[config.mk]
export PLATFORM = sky130hd
export DESIGN_NAME = pqc_counter
export DESIGN_NICKNAME = d
export VERILOG_FILES = /design/src/logic/pqc_pkg.sv /design/src/logic/pqc_counter.sv
export SDC_FILE = /design/constraint.sdc
export NUM_CORES = 1
export LEC_CHECK = 0
export BUFFER_PORTS_ARGS = -buffer_cell sky130_fd_sc_hd__clkbuf_2
export CAP_MARGIN = 25
export CORE_ASPECT_RATIO = 1.5
export CORE_MARGIN = 2
export CORE_UTILIZATION = 56
export DETAILED_ROUTE_END_ITERATION = 16
export GPL_TIMING_DRIVEN = 0
export HOLD_SLACK_MARGIN = 0.03
export PLACE_DENSITY = 0.79
export REMOVE_ABC_BUFFERS = 1
export SYNTH_ARGS = -nofsm -noshare
export SYNTH_HDL_FRONTEND = slang
export SYNTH_SLANG_ARGS = --single-unit
[constraint.sdc]
create_clock -name clk -period 5 [get_ports clk]
set_clock_uncertainty 0.1 [all_clocks]
set_input_delay 1 -clock clk [delete_from_list [all_inputs] [get_ports clk]]
set_output_delay 1 -clock clk [all_outputs]
set_load 0.01 [all_outputs]
[src/logic/pqc_pkg.sv]
// Constants, field layouts and carrier types for the pulse and quadrature counter.
//
// Function
// Keep a 16-bit counter that counts both up and down.
// Sampled single mode entered by its mode value; disable value stops counting.
// Sampled mode samples input A on sample clock; selected edges are counted.
// In sampled mode the filter enable switches on the pulse width filter.
// In sampled mode edge select inverts input A, counting falling edges.
// Without aux sense, count up by default, down when count sense is set.
// With aux sense, input B high keeps count sense, low reverses it.
// Pin clocked single mode counts rising edges of input A directly.
// Pin clocked single mode takes direction from B when aux sense set.
// Pin clocked single mode has no pulse width filter, even if enabled.
// Quadrature mode samples input B on both edges of input A.
// A leading B counts one way, lagging the other, set automatically.
// In quadrature mode edge select inverts the detected direction.
// Count only when the two B samples differ; direction equals rising sample.
// Current counting direction is readable as heading status.
// In quadrature decoding a direction change sets the reversal flag.
// Without midpoint wrap, up past top gives 0, down from 0 gives top.
// With midpoint wrap, overflow and underflow load half the top value.
// Filter passes an edge only after five stable sample clock levels.
// Pulse at 0 counting down sets below-zero flag; at top up sets wrap flag.
// In pin clocked single mode edge select has no effect.
// While disabled both inputs are ignored and the counter holds.
package pqc_pkg;

    localparam int          PQC_CNT_W       = 16;
    localparam int          PQC_ADDR_W      = 12;
    localparam int          PQC_SYNC_N      = 3;
    localparam int          PQC_GLITCH_SUPPRESS_ENABLE_W      = 3;
    localparam logic [2:0]  PQC_GLITCH_SUPPRESS_ENABLE_LAST   = 3'h4;   // Five stable samples: counts 0..4.
    localparam logic [15:0] PQC_TOP_RST     = 16'hffff;
    localparam logic [15:0] PQC_CNT_RST     = 16'h0000;
    localparam logic [15:0] PQC_CNT_ONE     = 16'h0001;

    // Register byte offsets.
    localparam logic [11:0] PQC_OFS_CTRL    = 12'h000;
    localparam logic [11:0] PQC_OFS_STATUS  = 12'h008;
    localparam logic [11:0] PQC_OFS_CNT     = 12'h00c;
    localparam logic [11:0] PQC_OFS_TOP     = 12'h010;
    localparam logic [11:0] PQC_OFS_FLAG    = 12'h018;
    localparam logic [11:0] PQC_OFS_FLAGCLR = 12'h020;

    // Control field positions.
    localparam int          PQC_CTRL_MODE_LO = 0;
    localparam int          PQC_CTRL_SENSE   = 2;
    localparam int          PQC_CTRL_EDGE    = 3;
    localparam int          PQC_CTRL_GLITCH_SUPPRESS_ENABLE    = 4;
    localparam int          PQC_CTRL_MIDPOINT_WRAP_ENABLE    = 5;
    localparam int          PQC_CTRL_AUX     = 6;

    // Flag positions, shared by the flag and flag-clear registers.
    localparam int          PQC_FLAG_UF     = 0;
    localparam int          PQC_FLAG_OF     = 1;
    localparam int          PQC_FLAG_REV    = 2;

    // Mode field encodings.
    typedef enum logic [1:0] {
        PQC_MODE_DISABLE = 2'h0,
        PQC_MODE_SAMPLED = 2'h1,
        PQC_MODE_PINSGL  = 2'h2,
        PQC_MODE_PINQUAD = 2'h3
    } pqc_mode_t;

    // Software configuration.
    typedef struct packed {
        logic      auxInputSetsSense;
        logic      midpointWrapEnable;
        logic      glitchSuppressEnable;
        logic      edgeSelect;
        logic      countSenseBit;
        pqc_mode_t mode;
    } pqc_ctrl_t;

    // Sticky event flags.
    typedef struct packed {
        logic reversalFlag;
        logic wrapPastTopFlag;
        logic countBelowZeroFlag;
    } pqc_flags_t;

    // Three-stage synchroniser with the agreed level and its previous value.
    typedef struct packed {
        logic [2:0] stage;
        logic       level;
        logic       prev;
    } pqc_sync_t;

endpackage : pqc_pkg

[src/logic/pqc_counter.sv]
// Pulse and quadrature counter with an APB register slave.
//
// Chosen here: register access over APB and the register offsets.
`timescale 1ns/1ps
`default_nettype none

module pqc_counter
    import pqc_pkg::*;
(
    input  wire logic                  clk,
    input  wire logic                  resetn,
    input  wire logic                  psel,
    input  wire logic                  penable,
    input  wire logic                  pwrite,
    input  wire logic [PQC_ADDR_W-1:0] paddr,
    input  wire logic [31:0]           pwdata,
    output logic      [31:0]           prdata,
    output logic                       pready,
    output logic                       pslverr,
    input  wire logic                  pulseInputA,
    input  wire logic                  pulseInputB,
    input  wire logic                  lowFreqSampleClock,
    output logic [PQC_CNT_W-1:0]       counterValue,
    output logic                       headingStatus
);

    // Whole module state.
    typedef struct packed {
        pqc_sync_t              syncA;
        pqc_sync_t              syncB;
        pqc_sync_t              syncClk;
        logic                   filtLevel;
        logic [PQC_GLITCH_SUPPRESS_ENABLE_W-1:0]  filtCount;
        logic                   bAtRise;
        logic                   bAtFall;
        pqc_ctrl_t              ctrl;
        logic [PQC_CNT_W-1:0]   top;
        logic [PQC_CNT_W-1:0]   cnt;
        pqc_flags_t             flags;
        logic                   heading;
        logic [31:0]            rdata;
        logic                   rdErr;
    } pqc_state_t;

    pqc_state_t st;
    pqc_state_t next_st;

    logic       tick;
    logic       aRise;
    logic       aFall;
    logic       sample;
    logic       newFilt;
    logic       countEvt;
    logic       countDown;
    logic       quadDir;
    logic       setUf;
    logic       setOf;
    logic       setRev;
    logic       setup;
    logic       access;
    logic       mapped;
    logic [2:0] clrMask;

    // Advances one synchroniser; the level only moves once stages two and three agree.
    function automatic pqc_sync_t syncStep(input pqc_sync_t cur, input logic pin);
        pqc_sync_t res;
        res       = cur;
        res.stage = {cur.stage[1:0], pin};
        res.prev  = cur.level;
        if (cur.stage[1] == cur.stage[2]) begin
            res.level = cur.stage[2];
        end
        return res;
    endfunction : syncStep

    // Bus phases and address decode.
    assign setup  = psel & ~penable;
    assign access = psel & penable;
    assign pready = access;

    always_comb begin
        if (paddr == PQC_OFS_CTRL) begin
            mapped = 1'b1;
        end else if (paddr == PQC_OFS_STATUS) begin
            mapped = 1'b1;
        end else if (paddr == PQC_OFS_CNT) begin
            mapped = 1'b1;
        end else if (paddr == PQC_OFS_TOP) begin
            mapped = 1'b1;
        end else if (paddr == PQC_OFS_FLAG) begin
            mapped = 1'b1;
        end else if (paddr == PQC_OFS_FLAGCLR) begin
            mapped = 1'b1;
        end else begin
            mapped = 1'b0;
        end
    end

    // Edges of synchronised input A and rising edges of the sample clock.
    assign tick  = st.syncClk.level & ~st.syncClk.prev;
    assign aRise = st.syncA.level & ~st.syncA.prev;
    assign aFall = ~st.syncA.level & st.syncA.prev;

    // Sampled input A after the polarity choice.
    assign sample = st.syncA.level ^ st.ctrl.edgeSelect;

    // Filtered level that feeds the sampled mode edge detector.
    always_comb begin
        newFilt = st.filtLevel;
        if (tick) begin
            if (!st.ctrl.glitchSuppressEnable) begin
                newFilt = sample;
            end else if (sample != st.filtLevel && st.filtCount == PQC_GLITCH_SUPPRESS_ENABLE_LAST) begin
                newFilt = sample;
            end
        end
    end

    // Quadrature direction from the B sample at the rising edge of A; edge select inverts it.
    always_comb begin
        if (aRise) begin
            quadDir = st.syncB.level ^ st.ctrl.edgeSelect;
        end else begin
            quadDir = st.bAtRise ^ st.ctrl.edgeSelect;
        end
    end

    // Count event and direction per mode; direction one means counting down.
    always_comb begin
        countEvt  = 1'b0;
        countDown = st.ctrl.countSenseBit;
        if (st.ctrl.auxInputSetsSense) begin
            countDown = st.syncB.level ? st.ctrl.countSenseBit : ~st.ctrl.countSenseBit;
        end
        case (st.ctrl.mode)
            PQC_MODE_SAMPLED: begin
                countEvt = newFilt & ~st.filtLevel;
            end
            PQC_MODE_PINSGL: begin
                countEvt = aRise;
            end
            PQC_MODE_PINQUAD: begin
                countDown = quadDir;
                if (aRise) begin
                    countEvt = st.syncB.level ^ st.bAtFall;
                end else if (aFall) begin
                    countEvt = st.bAtRise ^ st.syncB.level;
                end
            end
            default: begin
                countEvt = 1'b0;
            end
        endcase
    end

    // Event flags raised by a counted pulse.
    assign setUf  = countEvt & countDown & (st.cnt == PQC_CNT_RST);
    assign setOf  = countEvt & ~countDown & (st.cnt == st.top);
    assign setRev = countEvt & (st.ctrl.mode == PQC_MODE_PINQUAD)
                    & (countDown != st.heading);

    assign clrMask = (access & pwrite & (paddr == PQC_OFS_FLAGCLR)) ? pwdata[2:0] : 3'h0;

    // Next state of the whole block.
    always_comb begin
        next_st         = st;
        next_st.syncA   = syncStep(st.syncA, pulseInputA);
        next_st.syncB   = syncStep(st.syncB, pulseInputB);
        next_st.syncClk = syncStep(st.syncClk, lowFreqSampleClock);

        // Filter counter runs on sample ticks while the filtered level disagrees.
        next_st.filtLevel = newFilt;
        if (tick) begin
            if (sample == st.filtLevel || newFilt != st.filtLevel) begin
                next_st.filtCount = '0;
            end else begin
                next_st.filtCount = st.filtCount + 3'h1;
            end
        end

        // B is captured on each edge of A for the quadrature table.
        if (aRise) begin
            next_st.bAtRise = st.syncB.level;
        end
        if (aFall) begin
            next_st.bAtFall = st.syncB.level;
        end

        // Counter step with wrap or midpoint reload.
        if (countEvt) begin
            next_st.heading = countDown;
            if (setUf) begin
                next_st.cnt = st.ctrl.midpointWrapEnable ? (st.top >> 1) : st.top;
            end else if (setOf) begin
                next_st.cnt = st.ctrl.midpointWrapEnable ? (st.top >> 1) : PQC_CNT_RST;
            end else if (countDown) begin
                next_st.cnt = st.cnt - PQC_CNT_ONE;
            end else begin
                next_st.cnt = st.cnt + PQC_CNT_ONE;
            end
        end

        // Flags: a set in the same cycle as a clear wins.
        next_st.flags.countBelowZeroFlag = setUf
            | (st.flags.countBelowZeroFlag & ~clrMask[PQC_FLAG_UF]);
        next_st.flags.wrapPastTopFlag    = setOf
            | (st.flags.wrapPastTopFlag & ~clrMask[PQC_FLAG_OF]);
        next_st.flags.reversalFlag       = setRev
            | (st.flags.reversalFlag & ~clrMask[PQC_FLAG_REV]);

        // Writes take effect at the access edge.
        if (access & pwrite) begin
            if (paddr == PQC_OFS_CTRL) begin
                next_st.ctrl = pqc_ctrl_t'(pwdata[PQC_CTRL_AUX:PQC_CTRL_MODE_LO]);
            end else if (paddr == PQC_OFS_TOP) begin
                next_st.top = pwdata[PQC_CNT_W-1:0];
            end
        end

        // Read data is captured in the setup cycle and held through access.
        if (setup) begin
            next_st.rdErr = ~mapped;
            next_st.rdata = 32'h0000_0000;
            if (paddr == PQC_OFS_CTRL) begin
                next_st.rdata[PQC_CTRL_AUX:PQC_CTRL_MODE_LO] = st.ctrl;
            end else if (paddr == PQC_OFS_STATUS) begin
                next_st.rdata[0] = st.heading;
            end else if (paddr == PQC_OFS_CNT) begin
                next_st.rdata[PQC_CNT_W-1:0] = st.cnt;
            end else if (paddr == PQC_OFS_TOP) begin
                next_st.rdata[PQC_CNT_W-1:0] = st.top;
            end else if (paddr == PQC_OFS_FLAG) begin
                next_st.rdata[2:0] = st.flags;
            end
        end
    end

    // State register; every field takes a constant under reset.
    always_ff @(posedge clk or negedge resetn) begin
        if (!resetn) begin
            st           <= '0;
            st.top       <= PQC_TOP_RST;
            st.cnt       <= PQC_CNT_RST;
            st.ctrl.mode <= PQC_MODE_DISABLE;
        end else begin
            st <= next_st;
        end
    end

    assign prdata        = st.rdata;
    assign pslverr       = access & st.rdErr;
    assign counterValue  = st.cnt;
    assign headingStatus = st.heading;

endmodule : pqc_counter

`default_nettype wire

==> results of run 1 <==
[cell usage after synthesis, types with 9 or more instances]
| master | n |
|---|---|
| dfrtp_1 | 64 |
| nor2_1 | 35 |
| xnor2_1 | 24 |
| mux2i_1 | 14 |
| dfstp_2 | 16 |
| ha_1 | 19 |
| a222oi_1 | 13 |
| a21oi_1 | 30 |
| buf_4 | 50 |
| inv_1 | 17 |
| nand2_1 | 50 |
| o21ai_0 | 19 |
| mux2_1 | 15 |
| mux2_2 | 9 |
[metrics by stage]
| step | power [mW] | cells | worst slack (ps) | utilization [%] | hold WS, ps |
|---|---|---|---|---|---|
| 2_1_floorplan | 0.810 | 458 | 1180 | - | 231 |
| 3_3_place_gp | 0.870 | 638 | 640 | 58.2 | 232 |
| 3_5_place_dp | 0.881 | 641 | 702 | 59.0 | 238 |
| 4_1_cts | 1.56 | 657 | 653 | 62.5 | 252 |
| 5_1_grt | 1.61 | 658 | 430 | 62.6 | 268 |
| 6_report | 1.55 | 658 | 663 | 62.6 | 251 |
[kinds of logic after synthesis]
kind of cell	count (synthesis)	share of synthesized area (%)
buffers and inverters	78	10.0
DFF	80	40.5
and+or+nand+nor	143	14.0
xor gates and xnor gates	32	5.76
muxes	39	8.66
AOI/OAI and AO/OA	108	15.3
other	1	0.0750
adders and majority gates	23	5.76
[placed cells by master (no fill, tap or decap), types with 7 or more instances in the layout]
cell and instances:
nor2_1 34, xor2_1 7, conb_1 16, dfrtp_1 64, clkbuf_16 9, xnor2_1 24
nor4_1 8, nand2_1 50, mux2_1 15, a21oi_1 30, ha_1 19, nor3_1 7
mux2_2 9, clkbuf_2 69, o21ai_1 8, o21ai_0 19, inv_1 17, mux2i_1 13
a222oi_1 13, dfstp_2 16
[final cells by class]
type                            count  share of cell area (%)
Tap cell                          110                    2.50
Sequential cell                    80                    36.8
Clock buffer                       11                    4.42
Multi-Input combinational cell    361                    46.3
Inverter                           17                    1.16
Clock inverter                      5                    1.16
Timing Repair Buffer               74                    7.67
[power groups by stage]
stage	combinational [mW]	clock, mW	sequential (mW)
after floorplan	0.106	0	0.704
after global placement	0.163	0	0.707
after detailed placement	0.171	0	0.709
after CTS	0.174	0.684	0.698
after global routing	0.196	0.714	0.702
final	0.176	0.672	0.698
[per-layer routing]
layer / GRT usage [%] / vias up / wire length [microns]
li1: - / 1829 / -
met4: 12.9 / 0 / 376
met5: 0 / - / 0
met2: 42.5 / 139 / 5810
met3: 4.36 / 29 / 686
met1: 32.2 / 1905 / 4760
[critical path, delay by kind of cell (launching register included)]
family | cells | cell delay [ps]
and+or+nand+nor | 5 | 1070
AOI/OAI and AO/OA | 4 | 1000
adders and majority gates | 1 | 520
muxes | 2 | 510
DFF | 1 | 430
buffers and inverters | 1 | 380
xor gates and xnor gates | 1 | 170
[final timing paths]
path / from / to / slack, ps / cells after the start
max: next_st[92] / counterValue[15] / 660 / 14
min: next_st[95] / next_st[96] / 250 / 0
max reg2reg: next_st[92] / counterValue[15] / 660 / 14
min reg2reg: next_st[95] / next_st[96] / 250 / 0
max in group asynchronous: resetn / st[55] / 3660 / 2
min in group asynchronous: resetn / counterValue[10] / 500 / 1
[state kept, by name (all words and copies together), names as in the netlist]
name and count:
counterValue 16, prdata 16, headingStatus 1, next_st 9
st 38
==> impl_metrics.ini, run 1 <==
[run_status]
outcome = finished, final reports clean

[sta]
fmax_mhz = 231
layout_min_cycle_time_ps = 4340
finalHoldViolCount = 0
maxSlewHeadroom_pct = 39.5
finalMaxSlewViolations = 0
setup_tns_ps = 0
rsz0062_at_grt = false
setup_viol = 0
layout_worst_path_cycle_share_pct = 86.7
worstMarginPinSlew_ps = 888

[pwr]
power_frac_comb_pct = 11.4
p_int_mw = 1.15
switching_power_mw = 0.401
swShare_pct = 25.9
p_leak_nw = 2.55
peakVddDrop_uv = 173
clkPwrFrac_pct = 43.4
power_frac_seq_pct = 45.2
power_density_nw_per_um2 = 281

[cells_and_area]
multi_input_area_sq_um = 2550
drive_gt1_share_pct = 24.1
antennaDiodeCount = 0
nets = 615
regArea_sq_um = 2020
stdcell_area_sq_um = 5500
syn_to_final_growth_pct = 10.0
num-fill-cells = 724

[routing]
avgViaCountPerCell = 5.93
firstDrtPassIters = 5
final_antenna_net_count = 0
wl_per_cell_microns = 17.7
drt_iter0_markers = 301
num_vias = 3902
drc = 0
drt_wl_total_microns = 11600

[synthesis]
synth_area_leaders = dfrtp_1 (32%), dfstp_2 (8.4%), buf_4 (7.5%)
synthDistinctLibCells = 64
synth_top_area_cell = dfrtp_1
synth-seq-cells = 80
yosys_warnings = 0
synth-main-ff-cell = dfrtp_1
synth.cell_area_sq_um = 5000
synth_top_area_share_pct = 32.0
synth_edf_count = 0
syn_inst = 504
async_flop_share_pct = 100
syn_area_per_cell_sq_um = 9.92
yosysSeqAreaShare_pct = 40.5

[floorplan]
start_util_pct = 56.9
fp.dieArea_sq_um = 9710
fp.coreArea_sq_um = 8780
die_y_microns = 120
die_x_microns = 81.1
num_rows = 42
io_pins = 103

[global_route]
grt_max_degree = 57
track_usage_pct = 25.8
grt_pass1_wl_microns = 19000
antenna_found_initial = 0
grt-ovfl-total = 0
grt_pass1_vias = 3881

[worst_setup_path]
crit_slowest_cell = or4_1
end_kind = flop
crit_required_ps = 5090
cp.arrival_ps = 4430
start_kind = flop
slowest_delay_ps = 550
worst-setup-path-type = reg -> reg
cp_max_fo = 16
cp_cell_sequence = nand2b_2 > mux2i_4 > xnor2_2 > o21ai_4 > inv_1 > ha_1 > nand2_1 > or4_1 > and4_4 > o31ai_4 > nor4_1 > a311oi_2 > mux2i_1 > o211ai_1

[clock_network]
cts_tree = done
h-tree-depth = 3
root_buffer = clkbuf_16
clkLatencyLatePin_ps = 340
post-cts-setup-buffers = 0
clock_path_buffers = 2
path_clk_slew_ps = 60
cts_buffers = 9
cts.repair.resized = 0
cts_hold_buf = 0
cts.sinks = 80

[placement]
dp_hpwl_microns = 8470
gp_routability_congestion = 0.904
dpl_cell_area_sq_um = 5180
port-buffer-count = 70

[job]
cap_viol_max_count = 0

[worst_hold_path]
hold_class = reg -> reg
Power figures use the tool's default switching activity.
==> run 2: changes to the inputs <==
Settings changed: PLACE_DENSITY 0.79 to 0.81.
==> impl_metrics.ini, run 2 (synthesis gave the netlist of run 1 again) <==
[run_status]
outcome = finished, final reports clean

[clock_network]
cts.repair.resized = 0
h-tree-depth = 3
clkLatencyLatePin_ps = 350
root_buffer = clkbuf_16
path_clk_slew_ps = 70
clock_path_buffers = 2
cts_hold_buf = 0
cts_tree = done
cts.sinks = 80
post-cts-setup-buffers = 0
cts_buffers = 9

[global_route]
track_usage_pct = 25.9
antenna_found_initial = 0
grt_pass1_wl_microns = 19300
grt-ovfl-total = 0
grt_pass1_vias = 3915
grt_max_degree = 58

[floorplan]
fp.dieArea_sq_um = 9710
io_pins = 103
die_x_microns = 81.1
fp.coreArea_sq_um = 8780
num_rows = 42
start_util_pct = 56.9
die_y_microns = 120

[worst_hold_path]
hp-start = next_st[85]
hold_class = reg -> reg
hold_path_depth = 0
min_to = next_st[86]

[routing]
drt_iter0_markers = 320
num_vias = 3902
wl_per_cell_microns = 17.8
firstDrtPassIters = 8
avgViaCountPerCell = 5.93
drc = 0
drt_wl_total_microns = 11700
final_antenna_net_count = 0

[sta]
finalHoldViolCount = 0
setup_viol = 0
rsz0062_at_grt = false
layout_worst_path_cycle_share_pct = 86.9
fin_hold_ws_ps = 247
worstMarginPinSlew_ps = 912
finalMaxSlewViolations = 0
setup_tns_ps = 0
post-route-worst-setup-slack_ps = 654
layout_min_cycle_time_ps = 4350
fmax_mhz = 230
maxSlewHeadroom_pct = 37.9

[worst_setup_path]
r2r_cells = 14
rr_startpoint = next_st[92]
start_kind = flop
cp_max_fo = 16
worst-setup-path-type = reg -> reg
end_kind = flop
cp.arrival_ps = 4440
r2r_slack_ps = 650
cp_cell_sequence = nand2b_2 > mux2i_4 > xnor2_2 > o21ai_4 > inv_1 > ha_1 > nand2_1 > or4_1 > and4_4 > o31ai_4 > nor4_1 > a311oi_2 > mux2i_1 > o211ai_1
slowest_delay_ps = 550
r2r-end = counterValue[15]
crit_slowest_cell = or4_1
crit_required_ps = 5100

[cells_and_area]
drive_gt1_share_pct = 24.3
final_cell_mix = clkbuf_2 (69), dfrtp_1 (64), nand2_1 (50)
syn_to_final_growth_pct = 10.4
antennaDiodeCount = 0
final_common_cell = clkbuf_2
nets = 615
regMostFlops = st
fin_util_pct = 62.9
instances_no_fill = 658
largest_reg_flops = 38

[placement]
gp_routability_congestion = 0.917
dp_slack_ps = 701
dp.cells = 640
port-buffer-count = 70
dp_hpwl_microns = 8300

[pwr]
p_leak_nw = 2.55
power_density_nw_per_um2 = 284
peakVddDrop_uv = 186

[job]
cap_viol_max_count = 0
## run 2: cell types whose count changed in the layout (fill, tap and decap cells not counted), sizes merged
cell and delta:
clkbuf -2, inv +1, clkinvlp +2, clkinv -1
## run 2: how the worst max path moves through the flow
| stage | start | to | slack [ps] | depth (start not counted) |
|---|---|---|---|---|
| 2_1_floorplan | st[92] | counterValue[15] | 1180 | 14 |
| 3_3_place_gp | next_st[92] | counterValue[15] | 730 | 14 |
| 3_5_place_dp | next_st[92] | counterValue[15] | 700 | 14 |
| 4_1_cts | next_st[92] | counterValue[15] | 680 | 14 |
| 5_1_grt | next_st[92] | counterValue[15] | 460 | 14 |
| 6_report | next_st[92] | counterValue[15] | 650 | 14 |
## run 2: metal layers
layer	GRT usage, %	routed length, microns	vias up
met5	0	0	-
met4	11.0	311	0
met3	3.68	546	22
met2	43.2	5910	140
met1	33.2	4930	1900
li1	-	-	1840
## run 2: layout make-up
| cell class | count | area (sq um) |
|---|---|---|
| Fill cell | 696 | 3260 |
| Clock inverter | 7 | 87.6 |
| Tap cell | 110 | 138 |
| Timing Repair Buffer | 74 | 434 |
| Inverter | 17 | 63.8 |
| Clock buffer | 9 | 225 |
| Sequential cell | 80 | 2020 |
| Multi-Input combinational cell | 361 | 2550 |
## run 2: report_power, final
group          total [mW]  internal [mW]  switching (mW)  leakage (nW)
logic               0.178         0.0674           0.110          1.40
registers           0.698          0.673          0.0248          1.00
clock network       0.690          0.396           0.293         0.146
total                1.57           1.14           0.429          2.55
## run 2: through the flow
step	area (sq um)	power (mW)
after global routing	5520	1.63
after global placement	5100	0.868
after floorplan	4620	0.810
final	5520	1.57
after detailed placement	5160	0.882
after CTS	5480	1.57
## run 2: critical path, delay by kind of cell, from the launching register on
family	cells	cell delay, ps
and+or+nand+nor	5	1070
AOI/OAI and AO/OA	4	980
DFF	1	440
adders and majority gates	1	510
xor gates and xnor gates	1	170
buffers and inverters	1	360
muxes	2	540
==> run 3: changes to the inputs <==
Settings changed: REMOVE_ABC_BUFFERS 1 to unset.
==> impl_metrics.ini, run 3 (synthesis gave the netlist of run 1 again) <==
[floorplan]
die_y_microns = 120
fp.dieArea_sq_um = 9710
num_rows = 42
start_util_pct = 56.9
fp.coreArea_sq_um = 8780
io_pins = 103
die_x_microns = 81.1

[worst_setup_path]
cp_max_fo = 16
rr_startpoint = next_st[92]
r2r_cells = 14
cp.arrival_ps = 4440
crit_required_ps = 5110
start_kind = flop
r2r_slack_ps = 670
worst-setup-path-type = reg -> reg
r2r-end = counterValue[15]
end_kind = flop

[routing]
final_antenna_net_count = 0
num_vias = 4164
firstDrtPassIters = 6
drc = 0
avgViaCountPerCell = 5.82
drt_wl_total_microns = 12500
wl_per_cell_microns = 17.5
drt_iter0_markers = 387

[sta]
rsz0062_at_grt = false
setup_viol = 0
maxSlewHeadroom_pct = 53.7
fmax_mhz = 231
finalHoldViolCount = 0
layout_worst_path_cycle_share_pct = 86.6
worstMarginPinSlew_ps = 695
finalMaxSlewViolations = 0
setup_tns_ps = 0
layout_min_cycle_time_ps = 4330

[global_route]
grt-ovfl-total = 0
grt_pass1_vias = 4160
track_usage_pct = 27.6
grt_max_degree = 54
grt_pass1_wl_microns = 20400
antenna_found_initial = 0

[clock_network]
clkLatencyLatePin_ps = 330
cts_hold_buf = 0
path_clk_slew_ps = 60
post-cts-setup-buffers = 0
cts_buffers = 9
cts.sinks = 80
root_buffer = clkbuf_16
cts.repair.resized = 0
clock_path_buffers = 2
cts_tree = done
h-tree-depth = 3

[cells_and_area]
regMostFlops = st
stdcell_area_sq_um = 5840
num-fill-cells = 742
drive_gt1_share_pct = 29.9
nets = 673
largest_reg_flops = 38
final_common_cell = clkbuf_2
fin_util_pct = 66.5
syn_to_final_growth_pct = 16.8
final_cell_mix = clkbuf_2 (69), dfrtp_1 (64), buf_4 (50), nand2_1 (50), nor2_1 (35)
antennaDiodeCount = 0

[placement]
port-buffer-count = 70
dpl_cell_area_sq_um = 5570
dp_hpwl_microns = 9530
gp_routability_congestion = 0.929

[worst_hold_path]
hold_path_depth = 0
hp-start = next_st[85]
hold_class = reg -> reg
min_to = next_st[86]

[job]
cap_viol_max_count = 0

[pwr]
peakVddDrop_uv = 273
power_density_nw_per_um2 = 253
p_leak_nw = 2.81

[run_status]
outcome = finished, final reports clean
-- run 3: changes by cell type in the layout (fill, tap and decap cells not counted), moves of 2 or more --
cell / change
buf_4: +50
clkinv_2: +3
clkbuf_1: +8
buf_2: +2
inv_6: -3
-- run 3: worst max path at each step --
| stage | startpoint | to | slack [ps] | cells past startpoint |
|---|---|---|---|---|
| 2_1_floorplan | st[92] | counterValue[15] | 1240 | 14 |
| 3_3_place_gp | next_st[92] | counterValue[15] | 740 | 14 |
| 3_5_place_dp | next_st[92] | counterValue[15] | 700 | 14 |
| 4_1_cts | next_st[92] | counterValue[15] | 660 | 14 |
| 5_1_grt | next_st[92] | counterValue[15] | 420 | 14 |
| 6_report | next_st[92] | counterValue[15] | 670 | 14 |
-- run 3: cell type report --
type / instances / area (sq um) / area share (%)
tap: 110 / 138 / 2.36
sequential: 80 / 2020 / 34.6
clock buffer: 10 / 229 / 3.92
timing repair buffer: 71 / 380 / 6.52
multi-input combinational: 361 / 2530 / 43.4
inverter: 17 / 63.8 / 1.09
buffer: 61 / 437 / 7.48
clock inverter: 6 / 37.5 / 0.643
-- run 3: layer usage --
| layer | up-vias | share of wire, % | track usage [%] |
|---|---|---|---|
| met2 | 160 | 53 | 47.6 |
| met5 | - | 0 | 0 |
| li1 | 1948 | - | - |
| met1 | 2001 | 38 | 32.3 |
| met4 | 0 | 5.3 | 15.7 |
| met3 | 55 | 4.4 | 3.46 |
-- run 3: power breakdown --
| group | leakage (nW) | internal (mW) | total [mW] | switching [mW] |
|---|---|---|---|---|
| clock network | 0.124 | 0.333 | 0.591 | 0.258 |
| logic | 1.68 | 0.0767 | 0.185 | 0.108 |
| registers | 1.00 | 0.674 | 0.699 | 0.0250 |
-- run 3: per-stage QoR --
step / power (mW) / worst slack, ps / hold slack (ps) / cells
after floorplan: 0.825 / 1240 / 231 / 519
after global placement: 0.885 / 737 / 236 / 699
after detailed placement: 0.894 / 701 / 237 / 700
after CTS: 1.48 / 663 / 254 / 716
after global routing: 1.54 / 425 / 256 / 716
final: 1.47 / 668 / 253 / 716
-- run 3: critical path, cell delays in order (launching register included) --
cell	delay (ps)
dfrtp_1	440
nand2b_2	160
mux2i_4	310
xnor2_2	150
o21ai_4	280
inv_1	360
ha_1	520
nand2_1	70
or4_1	560
and4_4	200
o31ai_4	340
nor4_1	100
a311oi_2	290
mux2i_1	220
o211ai_1	100
